[src/logic/atu_consts.svh]
// Notes on behaviour
// - force A strobes channel A output, non-PWM only
// - force A: no flag, no clear; reads zero
// - force B strobes channel B output, non-PWM only
// - force B: no flag, no clear; reads zero
// - control B bits 5:4 read zero
// - clock select: stop, /1,/8,/32,/64,/128,/256,/1024
// - counter register is read/write
// - counter write blocks next compare match
// - compare A matched against counter each tick
// - compare B matched against counter each tick
// - external clock only when enable bit set
// - async select picks oscillator over I/O clock
// - async select change may corrupt timer registers
// - async counter write sets busy bit 4
// - async compare A write sets busy bit 3
// - async compare B write sets busy bit 2
// - async control A write sets busy bit 1
// - async control B write sets busy bit 0
// - counter and all other registers except flags read their live register values; flags offset 0xb7 is not decoded and reads zero
`ifndef ATU_CONSTS_SVH
`define ATU_CONSTS_SVH
`define ATU_ADDR_W        8
`define ATU_OFF_CTRL_A    8'hb0
`define ATU_OFF_CTRL_B    8'hb1
`define ATU_OFF_COUNT     8'hb2
`define ATU_OFF_CMP_A     8'hb3
`define ATU_OFF_CMP_B     8'hb4
`define ATU_OFF_ASYNC_STATUS_REG      8'hb6
`define ATU_OFF_FLAGS     8'hb7
`define ATU_RST_REG       8'h00
`define ATU_B_FOC_A       7
`define ATU_B_FOC_B       6
`define ATU_B_WGM2        3
`define ATU_B_EXT_CLOCK_INPUT_ENABLE       6
`define ATU_B_AS          5
`define ATU_B_CNT_UB      4
`define ATU_B_CMPA_UB     3
`define ATU_B_CMPB_UB     2
`define ATU_B_CTLA_UB     1
`define ATU_B_CTLB_UB     0
`define ATU_CTRL_B_MASK   8'h0f
`define ATU_ASYNC_STATUS_REG_WMASK    8'h60
`endif

[src/logic/atu_pkg.sv]
package atu_pkg;
    typedef struct packed {
        logic [7:0] ctrl_a;
        logic [7:0] ctrl_b;
        logic [7:0] count;
        logic [7:0] cmp_a;
        logic [7:0] cmp_b;
        logic       ext_clock_input_enable;
        logic       async_sel;
        logic [4:0] busy;
        logic [4:0] pend_tog;
        logic [4:0] ack_s1;
        logic [4:0] ack_s2;
        logic [4:0] ack_s3;
        logic       cnt_tog;
        logic [1:0] match_flags;
        logic       wait_req;
        logic [7:0] rdata;
        logic       osc_s1;
        logic       osc_s2;
        logic       osc_s3;
        logic [9:0] pre;
        logic       block_match;
        logic       oc_a;
        logic       oc_b;
        logic       xtal_en;
        logic       ext_en;
    } atu_state_t;
    typedef struct packed {
        logic [7:0] address;
        logic       read;
        logic       write;
        logic [7:0] writedata;
    } atu_bus_req_t;
endpackage

[src/logic/atu_timer.sv]
// Added by the designer: register access over Avalon-MM.
`timescale 1ns/1ps
`include "atu_consts.svh"
module atu_timer (
    input  wire logic                  clk,
    input  wire logic                  rst,
    input  wire atu_pkg::atu_bus_req_t req,
    output logic [7:0]                 readdata,
    output logic                       waitrequest,
    input  wire logic                  timer_osc_input,
    output logic                       compare_a_pin,
    output logic                       compare_b_pin,
    output logic                       xtal_osc_enable,
    output logic                       ext_clock_buffer_enable,
    output logic [1:0]                 match_events
);
    atu_pkg::atu_state_t s;
    atu_pkg::atu_state_t next_s;

    function automatic logic tick_of(input logic [2:0] cs,
                                     input logic [9:0] p);
        unique case (cs)
            3'h0: tick_of = 1'b0;
            3'h1: tick_of = 1'b1;
            3'h2: tick_of = (p[2:0] == 3'h7);
            3'h3: tick_of = (p[4:0] == 5'h1f);
            3'h4: tick_of = (p[5:0] == 6'h3f);
            3'h5: tick_of = (p[6:0] == 7'h7f);
            3'h6: tick_of = (p[7:0] == 8'hff);
            3'h7: tick_of = (p == 10'h3ff);
        endcase
    endfunction

    // non-PWM: waveform modes 0 and 2 only
    function automatic logic non_pwm(input logic [7:0] ca,
                                     input logic [7:0] cb);
        non_pwm = ~ca[0] & ~cb[`ATU_B_WGM2];
    endfunction

    function automatic logic oc_next(input logic [1:0] mode,
                                     input logic       cur);
        unique case (mode)
            2'h0: oc_next = cur;
            2'h1: oc_next = ~cur;
            2'h2: oc_next = 1'b0;
            2'h3: oc_next = 1'b1;
        endcase
    endfunction

    logic       wr_hit;
    logic       rd_hit;
    logic       osc_edge;
    logic       tick;
    logic       foc_a;
    logic       foc_b;
    logic       m_a;
    logic       m_b;
    logic [4:0] wr_busy;

    always_comb begin
        next_s = s;
        // writes commit at the edge where the master sees waitrequest low
        wr_hit = req.write & ~s.wait_req;
        rd_hit = req.read & s.wait_req;
        wr_busy = 5'h00;
        // two stage waitrequest: answer lands one cycle after the request
        next_s.wait_req = ~((req.read | req.write) & s.wait_req);
        next_s.match_flags = 2'h0;
        next_s.osc_s1 = timer_osc_input;
        next_s.osc_s2 = s.osc_s1;
        next_s.osc_s3 = s.osc_s2;
        next_s.ack_s1 = s.pend_tog;
        next_s.ack_s2 = s.ack_s1;
        next_s.ack_s3 = s.ack_s2;
        // busy clears once the toggle came back through three flops
        next_s.busy = s.busy & (s.pend_tog ^ s.ack_s3);
        osc_edge = s.osc_s2 & s.osc_s3 ? 1'b0 : (s.osc_s2 & ~s.osc_s3);
        // source: rising oscillator edges when async, else every io clock
        tick = tick_of(s.ctrl_b[2:0], s.pre);
        if (s.async_sel ? osc_edge : 1'b1) begin
            next_s.pre = s.pre + 10'h001;
        end
        if (s.async_sel & ~osc_edge) begin
            tick = 1'b0;
        end
        foc_a = 1'b0;
        foc_b = 1'b0;
        m_a = tick & ~s.block_match & (s.count == s.cmp_a);
        m_b = tick & ~s.block_match & (s.count == s.cmp_b);
        if (tick) begin
            next_s.block_match = 1'b0;
            if (s.ctrl_a[1:0] == 2'h2 && m_a) begin
                next_s.count = 8'h00;
            end else begin
                next_s.count = s.count + 8'h01;
            end
        end
        if (wr_hit) begin
            unique case (req.address)
                `ATU_OFF_CTRL_A: begin
                    next_s.ctrl_a = req.writedata;
                    wr_busy[`ATU_B_CTLA_UB] = 1'b1;
                end
                `ATU_OFF_CTRL_B: begin
                    next_s.ctrl_b = req.writedata & `ATU_CTRL_B_MASK;
                    wr_busy[`ATU_B_CTLB_UB] = 1'b1;
                    foc_a = req.writedata[`ATU_B_FOC_A];
                    foc_b = req.writedata[`ATU_B_FOC_B];
                end
                `ATU_OFF_COUNT: begin
                    next_s.count = req.writedata;
                    next_s.block_match = 1'b1;
                    wr_busy[`ATU_B_CNT_UB] = 1'b1;
                end
                `ATU_OFF_CMP_A: begin
                    next_s.cmp_a = req.writedata;
                    wr_busy[`ATU_B_CMPA_UB] = 1'b1;
                end
                `ATU_OFF_CMP_B: begin
                    next_s.cmp_b = req.writedata;
                    wr_busy[`ATU_B_CMPB_UB] = 1'b1;
                end
                `ATU_OFF_ASYNC_STATUS_REG: begin
                    next_s.ext_clock_input_enable = req.writedata[`ATU_B_EXT_CLOCK_INPUT_ENABLE];
                    next_s.async_sel = req.writedata[`ATU_B_AS];
                    // switching source leaves counter state undefined
                end
                default: begin
                end
            endcase
        end
        if (s.async_sel) begin
            // async writes land in the register at once and raise their busy bit
            next_s.busy = next_s.busy | wr_busy;
            next_s.pend_tog = s.pend_tog ^ wr_busy;
        end
        // forced match only in non-PWM modes
        if (!non_pwm(s.ctrl_a, s.ctrl_b)) begin
            foc_a = 1'b0;
            foc_b = 1'b0;
        end
        if (m_a | foc_a) begin
            next_s.oc_a = oc_next(s.ctrl_a[7:6], s.oc_a);
        end
        if (m_b | foc_b) begin
            next_s.oc_b = oc_next(s.ctrl_a[5:4], s.oc_b);
        end
        // forced matches raise no event and do not clear
        next_s.match_flags = {m_b, m_a};
        // crystal runs only while external input disabled
        next_s.xtal_en = next_s.async_sel & ~next_s.ext_clock_input_enable;
        next_s.ext_en = next_s.async_sel & next_s.ext_clock_input_enable;
        if (rd_hit) begin
            unique case (req.address)
                `ATU_OFF_CTRL_A: next_s.rdata = s.ctrl_a;
                `ATU_OFF_CTRL_B: next_s.rdata = s.ctrl_b;
                `ATU_OFF_COUNT:  next_s.rdata = s.count;
                `ATU_OFF_CMP_A:  next_s.rdata = s.cmp_a;
                `ATU_OFF_CMP_B:  next_s.rdata = s.cmp_b;
                `ATU_OFF_ASYNC_STATUS_REG:   next_s.rdata = {1'b0, s.ext_clock_input_enable,
                                                 s.async_sel, s.busy};
                default:         next_s.rdata = 8'h00;
            endcase
        end
    end

    always_ff @(posedge clk) begin
        if (rst) begin
            s <= '0;
            s.wait_req <= 1'b1;
        end else begin
            s <= next_s;
        end
    end

    assign readdata = s.rdata;
    assign waitrequest = s.wait_req;
    assign compare_a_pin = s.oc_a;
    assign compare_b_pin = s.oc_b;
    assign xtal_osc_enable = s.xtal_en;
    assign ext_clock_buffer_enable = s.ext_en;
    assign match_events = s.match_flags;

    property p_ctrl_b_reserved;
        @(posedge clk) disable iff (rst)
        s.ctrl_b[7:4] == 4'h0;
    endproperty
    a_ctrl_b_reserved: assert property (p_ctrl_b_reserved)
        else $error("control b upper bits not zero");

    property p_block_after_write;
        @(posedge clk) disable iff (rst)
        (wr_hit && req.address == `ATU_OFF_COUNT) |=> !m_a && !m_b;
    endproperty
    a_block_after_write: assert property (p_block_after_write)
        else $error("match seen right after counter write");

    property p_busy_count;
        @(posedge clk) disable iff (rst)
        (wr_hit && s.async_sel && req.address == `ATU_OFF_COUNT)
            |=> s.busy[`ATU_B_CNT_UB];
    endproperty
    a_busy_count: assert property (p_busy_count)
        else $error("counter busy not set");

    property p_busy_release;
        @(posedge clk) disable iff (rst)
        $rose(s.busy[`ATU_B_CMPA_UB]) |-> ##[3:5] !s.busy[`ATU_B_CMPA_UB];
    endproperty
    a_busy_release: assert property (p_busy_release)
        else $error("compare a busy did not clear in time");

    property p_sync_busy_b;
        @(posedge clk) disable iff (rst)
        (wr_hit && s.async_sel && req.address == `ATU_OFF_CMP_B)
            |=> s.busy[`ATU_B_CMPB_UB] [*2];
    endproperty
    a_sync_busy_b: assert property (p_sync_busy_b)
        else $error("compare b busy dropped early");

    property p_no_busy_sync;
        @(posedge clk) disable iff (rst)
        (!s.async_sel && s.busy == 5'h00 && wr_hit) |=> s.busy == 5'h00;
    endproperty
    a_no_busy_sync: assert property (p_no_busy_sync)
        else $error("busy set in synchronous mode");

    property p_xtal;
        @(posedge clk) disable iff (rst)
        s.xtal_en |-> !s.ext_clock_input_enable;
    endproperty
    a_xtal: assert property (p_xtal)
        else $error("crystal on with external clock");

    property p_force_quiet;
        @(posedge clk) disable iff (rst)
        (foc_a && !m_a) |=> !s.match_flags[0];
    endproperty
    a_force_quiet: assert property (p_force_quiet)
        else $error("forced compare a raised event");

    property p_force_a;
        @(posedge clk) disable iff (rst)
        (foc_a && !m_a && s.ctrl_a[7:6] == 2'h1) |=> s.oc_a != $past(s.oc_a);
    endproperty
    a_force_a: assert property (p_force_a)
        else $error("forced compare a did not toggle");

    property p_force_b;
        @(posedge clk) disable iff (rst)
        (foc_b && !m_b && s.ctrl_a[5:4] == 2'h3) |=> s.oc_b;
    endproperty
    a_force_b: assert property (p_force_b)
        else $error("forced compare b did not set");

    property p_force_b_quiet;
        @(posedge clk) disable iff (rst)
        (foc_b && !m_b) |=> !s.match_flags[1];
    endproperty
    a_force_b_quiet: assert property (p_force_b_quiet)
        else $error("forced compare b raised event");

    property p_force_no_clear;
        @(posedge clk) disable iff (rst)
        (foc_a && !m_a && tick) |=> s.count == $past(s.count) + 8'h01;
    endproperty
    a_force_no_clear: assert property (p_force_no_clear)
        else $error("forced compare a cleared the counter");

    property p_pwm_no_force_a;
        @(posedge clk) disable iff (rst)
        (wr_hit && req.address == `ATU_OFF_CTRL_B && req.writedata[7]
            && s.ctrl_a[0] && !m_a) |=> s.oc_a == $past(s.oc_a);
    endproperty
    a_pwm_no_force_a: assert property (p_pwm_no_force_a)
        else $error("force a acted in pwm mode");

    property p_pwm_no_force_b;
        @(posedge clk) disable iff (rst)
        (wr_hit && req.address == `ATU_OFF_CTRL_B && req.writedata[6]
            && s.ctrl_a[0] && !m_b) |=> s.oc_b == $past(s.oc_b);
    endproperty
    a_pwm_no_force_b: assert property (p_pwm_no_force_b)
        else $error("force b acted in pwm mode");

    property p_match_clear;
        @(posedge clk) disable iff (rst)
        (m_a && s.ctrl_a[1:0] == 2'h2 && !wr_hit) |=> s.count == 8'h00;
    endproperty
    a_match_clear: assert property (p_match_clear)
        else $error("compare a match did not clear counter");

    property p_event_a;
        @(posedge clk) disable iff (rst)
        m_a |=> s.match_flags[0];
    endproperty
    a_event_a: assert property (p_event_a)
        else $error("compare a match gave no event");

    property p_event_b;
        @(posedge clk) disable iff (rst)
        m_b |=> s.match_flags[1];
    endproperty
    a_event_b: assert property (p_event_b)
        else $error("compare b match gave no event");

    property p_stopped;
        @(posedge clk) disable iff (rst)
        (s.ctrl_b[2:0] == 3'h0 && !wr_hit) |=> s.count == $past(s.count);
    endproperty
    a_stopped: assert property (p_stopped)
        else $error("counter moved while stopped");

    property p_div8;
        @(posedge clk) disable iff (rst)
        (s.ctrl_b[2:0] == 3'h2 && s.pre[2:0] != 3'h7) |-> !tick;
    endproperty
    a_div8: assert property (p_div8)
        else $error("divide by 8 ticked early");

    property p_count_write;
        @(posedge clk) disable iff (rst)
        (wr_hit && req.address == `ATU_OFF_COUNT)
            |=> s.count == $past(req.writedata);
    endproperty
    a_count_write: assert property (p_count_write)
        else $error("counter write not stored");

    property p_busy_cmp_a;
        @(posedge clk) disable iff (rst)
        (wr_hit && s.async_sel && req.address == `ATU_OFF_CMP_A)
            |=> s.busy[`ATU_B_CMPA_UB];
    endproperty
    a_busy_cmp_a: assert property (p_busy_cmp_a)
        else $error("compare a busy not set");

    property p_busy_ctl_a;
        @(posedge clk) disable iff (rst)
        (wr_hit && s.async_sel && req.address == `ATU_OFF_CTRL_A)
            |=> s.busy[`ATU_B_CTLA_UB];
    endproperty
    a_busy_ctl_a: assert property (p_busy_ctl_a)
        else $error("control a busy not set");

    property p_busy_ctl_b;
        @(posedge clk) disable iff (rst)
        (wr_hit && s.async_sel && req.address == `ATU_OFF_CTRL_B)
            |=> s.busy[`ATU_B_CTLB_UB];
    endproperty
    a_busy_ctl_b: assert property (p_busy_ctl_b)
        else $error("control b busy not set");

    property p_ext;
        @(posedge clk) disable iff (rst)
        s.ext_en |-> s.ext_clock_input_enable && s.async_sel;
    endproperty
    a_ext: assert property (p_ext)
        else $error("external buffer on without async and enable");

    property p_sync_off;
        @(posedge clk) disable iff (rst)
        !s.async_sel |-> !s.xtal_en && !s.ext_en;
    endproperty
    a_sync_off: assert property (p_sync_off)
        else $error("oscillator enabled in synchronous mode");

    property p_async_tick;
        @(posedge clk) disable iff (rst)
        (s.async_sel && !osc_edge) |-> !tick;
    endproperty
    a_async_tick: assert property (p_async_tick)
        else $error("tick without oscillator edge");

    property p_read_ctrl_b;
        @(posedge clk) disable iff (rst)
        (rd_hit && req.address == `ATU_OFF_CTRL_B) |=> s.rdata[7:4] == 4'h0;
    endproperty
    a_read_ctrl_b: assert property (p_read_ctrl_b)
        else $error("control b read upper bits not zero");

    property p_read_count;
        @(posedge clk) disable iff (rst)
        (rd_hit && req.address == `ATU_OFF_COUNT)
            |=> s.rdata == $past(s.count);
    endproperty
    a_read_count: assert property (p_read_count)
        else $error("counter read not live value");

    property p_read_cmp_a;
        @(posedge clk) disable iff (rst)
        (rd_hit && req.address == `ATU_OFF_CMP_A)
            |=> s.rdata == $past(s.cmp_a);
    endproperty
    a_read_cmp_a: assert property (p_read_cmp_a)
        else $error("compare a read not stored value");
endmodule

[config.mk]
export PLATFORM = sky130hd
export DESIGN_NAME = atu_timer
export DESIGN_NICKNAME = d
export VERILOG_FILES = /design/src/logic/atu_pkg.sv /design/src/logic/atu_timer.sv
export VERILOG_INCLUDE_DIRS = /design/src /design/src/logic
export SDC_FILE = /design/constraint.sdc
export NUM_CORES = 1
export LEC_CHECK = 0
export ABC_AREA = 1
export BUFFER_PORTS_ARGS = -buffer_cell sky130_fd_sc_hd__buf_2
export CORE_MARGIN = 5
export CORE_UTILIZATION = 57
export DETAILED_ROUTE_END_ITERATION = 8
export HOLD_SLACK_MARGIN = 0.12
export PLACE_DENSITY = 0.87
export SLEW_MARGIN = 20
export SYNTH_ARGS = -nofsm -noshare
export SYNTH_HDL_FRONTEND = slang
export SYNTH_SLANG_ARGS = --single-unit
[constraint.sdc]
create_clock -name clk -period 2.18 [get_ports clk]
set_input_delay 0.218 -clock clk [delete_from_list [all_inputs] [get_ports clk]]
set_output_delay 0.218 -clock clk [all_outputs]
set_load 0.02 [all_outputs]
# Yosys cells after proc, flatten, opt, wreduce, memory -nomap -nowiden
# Cells that the tools add are included.
# word_totals
regBits	92
latchBits	0
mem_bits_rw	0
rom_bits	0
inputBits	21
out_inout_bits	15
word_cells	125
n_memories	0
# classes
n_addsub	2
mul	0
div_mod_pow	0
n_lt_le_gt_ge	0
eq_ne	28
shifts	0
muxes	30
n_bitwise	31
n_reduce_logical	10
# op_table
cell	count
$eq 8x8->1 const B	7
$pmux 8 s6	1
$mux 8	5
$mux 26	1
$mux 1	17
$eq 8x8->1	2
$eq 3x3->1 const B	5
$and 1x1->1	12
$not 1->1	12
$reduce_and 2->1	6
$add 10x1->10 const B	1
$eq 10x10->1 const B	1
$eq 2x2->1 const B	5
$mux 10	1
$xor 5x5->5	2
$add 8x1->8 const B	1
$pmux 1 s8	1
$eq 7x7->1 const B	1
$eq 3x2->1 const B	2
$eq 6x6->1 const B	1
$pmux 1 s3	2
$and 5x5->5	1
$eq 5x5->1 const B	1
$mux 5	1
8 further kinds	12

# Longest topological paths before layout
# Gate-level depths: netlist of the first run.
# depth
word_depth	15
mapped_depth	15
ltp_nobuf	15

# Worst setup path before layout of the first run
# OpenSTA, ideal clock, no wires.
# synth_timing
path_kind	reg2reg
startpoint	reg s[6] (netlist name)
endpoint	reg s, in the netlist compare_b_pin
setup_time_ps	132
arrival_ps	1565
required_ps	2048
slack_ps	482
stages_incl_launch_ff	16
n_path_buf	0
synth_period_minus_slack_ps	1698
cell_sequence	dfxtp_1 ha_1 nand3_1 inv_1 ha_1 inv_1 nand3_1 nand2_1 a21oi_4 nand2_4 inv_6 nand3_2 nand2_2 nand2_1 nand2_1 a21oi_2
# synth_via
elab_chain_len	7
word_cells_on_any_way	12
cone_classes	6 x eq/ne; 2 x mux; 3 x bitwise; 1 x reduce/logical
# synth_lines
element	line_no	text
from (decl)	atu_timer.sv:17	atu_pkg::atu_state_t s;
from (signal assigned)	atu_timer.sv:172	s <= next_s;
$eq 10x10->1, or another cell as far along	atu_timer.sv:30	3'h7: tick_of = (p == 10'h3ff);
$pmux 1 s8 (*)	atu_timer.sv:22	unique case (cs)
$mux 1 (*)	atu_timer.sv:83	if (s.async_sel & ~osc_edge) begin
$and 1x1->1 (*) (2 in series)	atu_timer.sv:89	m_b = tick & ~s.block_match & (s.count == s.cmp_b);
$or 1x1->1 (*)	atu_timer.sv:145	if (m_b | foc_b) begin
$reduce_and 2->1 (no source line) (*)	--	
# Every way passes the cells marked *; elsewhere a longest branch is shown, timed or not.
# A chain may end at the register's enable or synchronous reset.

# Final worst setup path of the first run
# Ends and elaborated chain as after synthesis.

==> results of run 1 <==
## synth_stat cells (all sizes together)
cell    number
nor2        88
nand4        8
o22ai       10
dfxtp       92
nor3         7
buf         16
xnor2       10
clkbuf       9
and2         3
nand3       28
nand2       88
nor4         1
a21oi       61
xor2         4
ha           4
o21ai       69
inv         97
o211ai       3
## worst register-to-register path: cells and delay by family (launching register included)
kind | cells | cell delay, ns
AOI/OAI and AO/OA | 2 | 0.27
adders and majority gates | 2 | 0.31
buffers and inverters | 3 | 0.23
DFF | 1 | 0.36
and+or+nand+nor | 8 | 0.66
## routing by layer
metal | GRT usage, % | routed length [um]
met1 | 25.3 | 4330
met2 | 38.9 | 5210
met3 | 4.52 | 577
met4 | 12.0 | 350
met5 | 0 | 0
## metrics by stage
stage               setup WS, ns  util (%)  power, W
floorplan                  0.482         -   0.00184
global placement           0.348      61.4   0.00189
detailed placement         0.251      61.4   0.00189
CTS                        0.230      64.6   0.00303
global route              0.0311      64.6   0.00313
finish                     0.217      64.6   0.00302
## where the power goes
group,switching [W],internal [W],leakage (nW)
Sequential,0.00000933,0.00169,0.743
Combinational,0.000107,0.0000499,1.05
Clock,0.000627,0.000535,0.0934
Total,0.000743,0.00228,1.89
## worst min-delay path by stage
stage                                     start  depth (start not counted)  slack, ns                    end
after global routing                     req[4]                          3       0.15       s[77]$_SDFF_PP0_
after global placement    next_s[36]$_SDFF_PP0_                          2       0.39  next_s[31]$_SDFF_PP0_
after detailed placement  next_s[36]$_SDFF_PP0_                          2       0.39  next_s[31]$_SDFF_PP0_
final                                    req[4]                          3       0.15       s[77]$_SDFF_PP0_
after floorplan                 timer_osc_input                          2       0.32  next_s[16]$_SDFF_PP0_
after CTS                                req[4]                          3       0.14       s[77]$_SDFF_PP0_
## kinds of logic after synthesis
group | Yosys count
xor gates and xnor gates | 14
buffers and inverters | 122
adders and majority gates | 4
and+or+nand+nor | 223
AOI/OAI and AO/OA | 143
DFF | 92
## what timing repair did
action | CTS | global route
hold buffers | 3 | 0
endpoints found under the hold margin | 2 | 0
endpoints found under the setup margin | 0 | 0
## sequential cells by signal (all words and copies together), names as in the netlist
signal	flops
match_events	2
waitrequest	1
compare_b_pin	1
ext_clock_buffer_enable	1
readdata	8
xtal_osc_enable	1
next_s	17
compare_a_pin	1
s	60
## area by class of cell
type                    count  area [sq um]  area share [%]
flip-flops and latches     92          1840            38.9
inverters                  97           372            7.85
well taps                  99           124            2.62
clock buffers               9           124            2.62
clock inverters             6          73.8            1.56
multi-input cells         384          1970            41.6
repair buffers             41           228            4.81
==> results.py, run 1 <==
metrics = {
    "synth": {
        "syn-num-nets": 623,
        "ys_ff_latch": 92,
        "synth_top_family_by_area": "simple AND/OR/NAND/NOR gates",
        "ys_warn_count": 0,
        "synthSimpleGateAreaFrac_pct": 23.5,
        "syn-cell-area_sq_um": 4340,
        "yosys.area.top_type": "dfxtp_1",
        "ys_top_cells_by_area": "dfxtp_1 (42%), inv_1 (7.4%), o21ai_0 (7.3%)",
        "yosys.area.top_type_share_pct": 42.4,
        "muxShareOfSynthArea_pct": 0,
        "seq_area_frac_synth_pct": 42.4,
        "synth_cell_type_count": 35,
        "post_synth.cell_area_avg_sq_um": 7.26,
        "netlist_instances": 598,
        "synth_xor_area_share_pct": 2.83,
        "synth_compound_area_share_pct": 17.9,
        "synth_adder_area_share_pct": 1.15,
    },
    "timing": {
        "max_freq_mhz": 509,
        "worst_slew_pin_slew_ns": 0.489,
        "fin_setup_tns_ns": 0,
        "rsz0062_at_grt": "false",
        "whs_ns": 0.150,
        "max_slew_margin_pct": 67.4,
        "finalSetupViolCount": 0,
        "clock_skew_ns": 0.0111,
        "hold_viol_final": 0,
        "post-route-min-period_ns": 1.96,
        "final_max_slew_viol_count": 0,
        "finalCritPeriodShare_pct": 90.1,
    },
    "die": {
        "initial_core_util_pct": 59.2,
        "die_h_um": 97.3,
        "rows": 31,
        "coreArea_sq_um": 7330,
        "die_area_sq_um": 9460,
        "die_x_um": 97.3,
        "pin_count": 36,
    },
    "power": {
        "power_density_nw_per_um2": 638,
        "leakagePower_nw": 1.89,
        "ir_worst_vdd_v": 0.000293,
    },
    "grt": {
        "grt_pass1_wl_mm": 17.3,
        "antenna_found_initial": 0,
        "grt_pass1_vias": 3763,
        "grt_max_degree": 44,
        "overflow": 0,
        "track_usage_pct": 22.2,
    },
    "detailed_routing": {
        "vias": 3957,
        "routed_via_density": 5.44,
        "avgRoutedWirePerCell_um": 14.4,
        "wl_mm": 10.5,
        "first_iter_violations": 328,
        "first_pass_iters": 5,
        "ant_nets": 0,
        "route.detailed.drc": 0,
    },
    "setup_path": {
        "path_max_fanout": 8,
        "critical_path_class": "reg2reg",
        "critPathCaptureType": "register",
        "path_buf_inv": 3,
        "startpoint": "s[6]$_SDFFE_PP0P_",
        "worst-r2r-setup-slack_ns": 0.22,
        "r2r_cells": 15,
        "crit_top_cell": "nand2_1",
        "arrival_ns": 2.21,
        "cpLargestDelayFamily": "simple AND/OR/NAND/NOR gates",
        "critPathLaunchType": "register",
        "cp_cell_sequence": "ha_1, nand3_1, inv_1, ha_1, inv_1, nand3_1, nand2_1, a21oi_4, nand2_4, inv_6, nand3_2, nand2_2, nand2_1, nand2_1, a21oi_2",
        "cp.depth": 15,
        "crit_end": "compare_b_pin$_SDFFE_PP0P_",
        "cp_slowest_stage_delay_ns": 0.36,
        "cp_data_required_time_ns": 2.43,
        "r2r-start": "s[6]$_SDFFE_PP0P_",
        "cpMaxStageDelayCell": "dfxtp_1",
        "regToRegEndpoint": "compare_b_pin$_SDFFE_PP0P_",
    },
    "layout": {
        "fin_cells": 728,
        "mostFrequentLayoutCell": "dfxtp_1",
        "antenna_cells": 0,
        "synthToLayoutAreaGrowth_pct": 9.02,
        "final_design_area_no_fill_sq_um": 4730,
        "layout-drive-gt1-share_pct": 15.9,
        "final_nets": 650,
        "fillerInstances": 618,
        "layout_common_cells": "dfxtp_1 (92), inv_1 (85), nor2_1 (79)",
    },
    "cts": {
        "clkTransAtPathRegs_ns": 0.09,
        "clk_path_buf_depth": 2,
        "insertion_delay_ns": 0.37,
        "cts_made_buffers": 9,
        "postCtsResizedCells": 0,
        "root_buffer": "clkbuf_8",
        "cts.sinks": 92,
        "cts_max_level": 3,
        "postCtsSetupBuffers": 0,
        "cts_tree": "yes",
    },
    "place": {
        "gp_congestion": 0.936,
        "dp_hpwl_mm": 7.63,
        "placedInstanceArea_sq_um": 4500,
        "io_buffer_count": 35,
        "numPlacedInstances": 710,
    },
    "worst_hold_path": {
        "worst_hold_path_type": "in2reg",
    },
    "run": {
        "max-cap-violations": 0,
    },
    "run_status": {
        "status": "finished, final reports clean",
    },
}
Note: power is estimated with default switching activity, not from simulation.
==> inputs of run 2 (changes only) <==
--- a/config.mk
+++ b/config.mk
@@ -9,10 +9,11 @@
 export ABC_AREA = 1
 export BUFFER_PORTS_ARGS = -buffer_cell sky130_fd_sc_hd__buf_2
 export CORE_MARGIN = 5
-export CORE_UTILIZATION = 57
+export CORE_UTILIZATION = 59
 export DETAILED_ROUTE_END_ITERATION = 8
 export HOLD_SLACK_MARGIN = 0.12
-export PLACE_DENSITY = 0.87
+export PLACE_DENSITY = 0.89
+export REMOVE_ABC_BUFFERS = 1
 export SLEW_MARGIN = 20
 export SYNTH_ARGS = -nofsm -noshare
 export SYNTH_HDL_FRONTEND = slang
==> run 2 against run 1 <==
Against the previous run:
- die area down 3.0%
- combinational power barely moved
- fmax decreased by 1.1%
- setup slack worse by 0.021 ns
- wire length shrank 2.3%
- final area is 0.61% higher
- cell count is 0.14% higher
- clock skew shrank 0.0025 ns
- global-route usage increased by 2.1 points
- utilization up 1.4 points
- via count barely moved
- largest cell class unchanged
==> results.py, run 2 (synthesis gave the netlist of run 1 again) <==
metrics = {
    "layout": {
        "layout-drive-gt1-share_pct": 16.0,
        "postLayoutCoreUtil_pct": 66.0,
        "synthToLayoutAreaGrowth_pct": 9.69,
        "fin_cells": 729,
        "max_flop_register": "s",
        "layout_common_cells": "dfxtp_1 (92), inv_1 (85), nor2_1 (79)",
        "mostFrequentLayoutCell": "dfxtp_1",
        "antenna_cells": 0,
        "final_nets": 650,
        "largest_reg_flops": 60,
    },
    "die": {
        "rows": 31,
        "die_h_um": 95.8,
        "die_x_um": 95.8,
        "pin_count": 36,
        "initial_core_util_pct": 60.2,
        "coreArea_sq_um": 7210,
        "die_area_sq_um": 9170,
    },
    "detailed_routing": {
        "routed_via_density": 5.42,
        "ant_nets": 0,
        "avgRoutedWirePerCell_um": 14.0,
        "wl_mm": 10.2,
        "route.detailed.drc": 0,
        "first_pass_iters": 6,
        "vias": 3954,
        "first_iter_violations": 321,
    },
    "setup_path": {
        "cp_cell_sequence": "ha_1, nand3_1, inv_1, ha_1, inv_1, nand3_1, nand2_1, a21oi_4, nand2_4, inv_6, nand3_2, nand2_2, nand2_1, nand2_1, a21oi_2",
        "startpoint": "s[6]$_SDFFE_PP0P_",
        "cp_slowest_stage_delay_ns": 0.36,
        "path_max_fanout": 8,
        "r2r-start": "s[6]$_SDFFE_PP0P_",
        "arrival_ns": 2.22,
        "cpLargestDelayFamily": "simple AND/OR/NAND/NOR gates",
        "critPathLaunchType": "register",
        "path_buf_inv": 3,
        "worst-r2r-setup-slack_ns": 0.20,
        "critical_path_class": "reg2reg",
        "crit_top_cell": "nand2_1",
        "critPathCaptureType": "register",
        "cpMaxStageDelayCell": "dfxtp_1",
        "cp_data_required_time_ns": 2.42,
    },
    "cts": {
        "cts_tree": "yes",
        "cts.sinks": 92,
        "cts_max_level": 3,
        "root_buffer": "clkbuf_8",
        "clkTransAtPathRegs_ns": 0.10,
        "insertion_delay_ns": 0.37,
        "cts_made_buffers": 9,
        "clk_path_buf_depth": 2,
        "postCtsSetupBuffers": 0,
    },
    "grt": {
        "antenna_found_initial": 0,
        "grt_max_degree": 44,
        "overflow": 0,
        "grt_pass1_wl_mm": 17.3,
        "grt_pass1_vias": 3866,
        "track_usage_pct": 24.3,
    },
    "worst_hold_path": {
        "holdCritStartpoint": "req[5]",
        "worst_hold_path_type": "in2reg",
    },
    "timing": {
        "clock_skew_ns": 0.00867,
        "max_freq_mhz": 504,
        "worst_slack_ns": 0.196,
        "post-route-min-period_ns": 1.98,
        "rsz0062_at_grt": "true",
        "worst_slew_pin_slew_ns": 0.467,
        "fin_setup_tns_ns": 0,
        "max_slew_margin_pct": 68.9,
        "finalCritPeriodShare_pct": 91.0,
        "hold_viol_final": 0,
        "final_max_slew_viol_count": 0,
        "finalSetupViolCount": 0,
    },
    "power": {
        "intPower_w": 0.00240,
        "ir_worst_vdd_v": 0.000474,
        "pwr-share-seq_pct": 54.0,
        "switchingPower_w": 0.000751,
        "power_density_nw_per_um2": 662,
        "leakagePower_nw": 1.90,
        "switching_share_pct": 23.8,
        "clockPowerShare_pct": 41.0,
        "comb_power_share_pct": 5.0,
    },
    "place": {
        "post-place-ws_ns": 0.253,
        "numPlacedInstances": 710,
        "gp_congestion": 0.914,
        "dp_hpwl_mm": 7.49,
        "io_buffer_count": 35,
    },
    "run": {
        "max-cap-violations": 0,
    },
    "run_status": {
        "status": "finished, final reports clean",
    },
}
run 2: path summary, 6_finish.rpt:
path | to | cells past startpoint
setup reg to reg | compare_b_pin$_SDFFE_PP0P_ | 15
hold reg to reg | next_s[15]$_SDFF_PP0_ | 2
hold / removal | s[78]$_SDFF_PP0_ | 3
setup / recovery | compare_b_pin$_SDFFE_PP0P_ | 15
run 2: final cells by class:
cell class / instances / area, sq um
fill: 629 / 2450
multi-input combinational: 384 / 1970
sequential: 92 / 1840
inverter: 97 / 372
timing repair buffer: 41 / 228
clock buffer: 10 / 128
tap: 99 / 124
clock inverter: 6 / 93.8
run 2: per-layer routing:
layer,vias up,track usage [%],routed length (um)
met5,-,0,0
met4,0,11.3,234
met3,23,4.14,681
met2,161,41.1,4910
met1,1811,30.2,4410
li1,1959,-,-
run 2: stage by stage:
step                      total power, W  cell area, sq um  hold slack (ns)
after floorplan                  0.00181              4180            0.280
after global placement           0.00189              4500            0.390
after detailed placement         0.00189              4500            0.398
after CTS                        0.00315              4760            0.151
after global routing             0.00324              4760            0.157
final                            0.00315              4760            0.150
run 2: what timing repair did:
item / CTS / global route
setup endpoints to repair: 0 / 1
endpoints found under the hold margin: 2 / 0
resized for setup: 0 / 1
hold buffers: 3 / 0
run 2: worst register-to-register path, delay by kind of cell (launching register included):
kind                     cells  cell delay (ns)
adder cells (fa/ha/maj)      2             0.33
AND/OR/NAND/NOR              8             0.66
AO/OA/AOI/OAI                2             0.28
buffers and inverters        3             0.23
flip-flops                   1             0.36
run 2: power groups by stage:
stage | clock network [W] | logic, W | registers, W
after floorplan | 0 | 0.0000670 | 0.00175
after global placement | 0 | 0.000145 | 0.00174
after detailed placement | 0 | 0.000150 | 0.00174
after CTS | 0.00129 | 0.000156 | 0.00170
after global routing | 0.00136 | 0.000175 | 0.00170
final | 0.00129 | 0.000157 | 0.00170
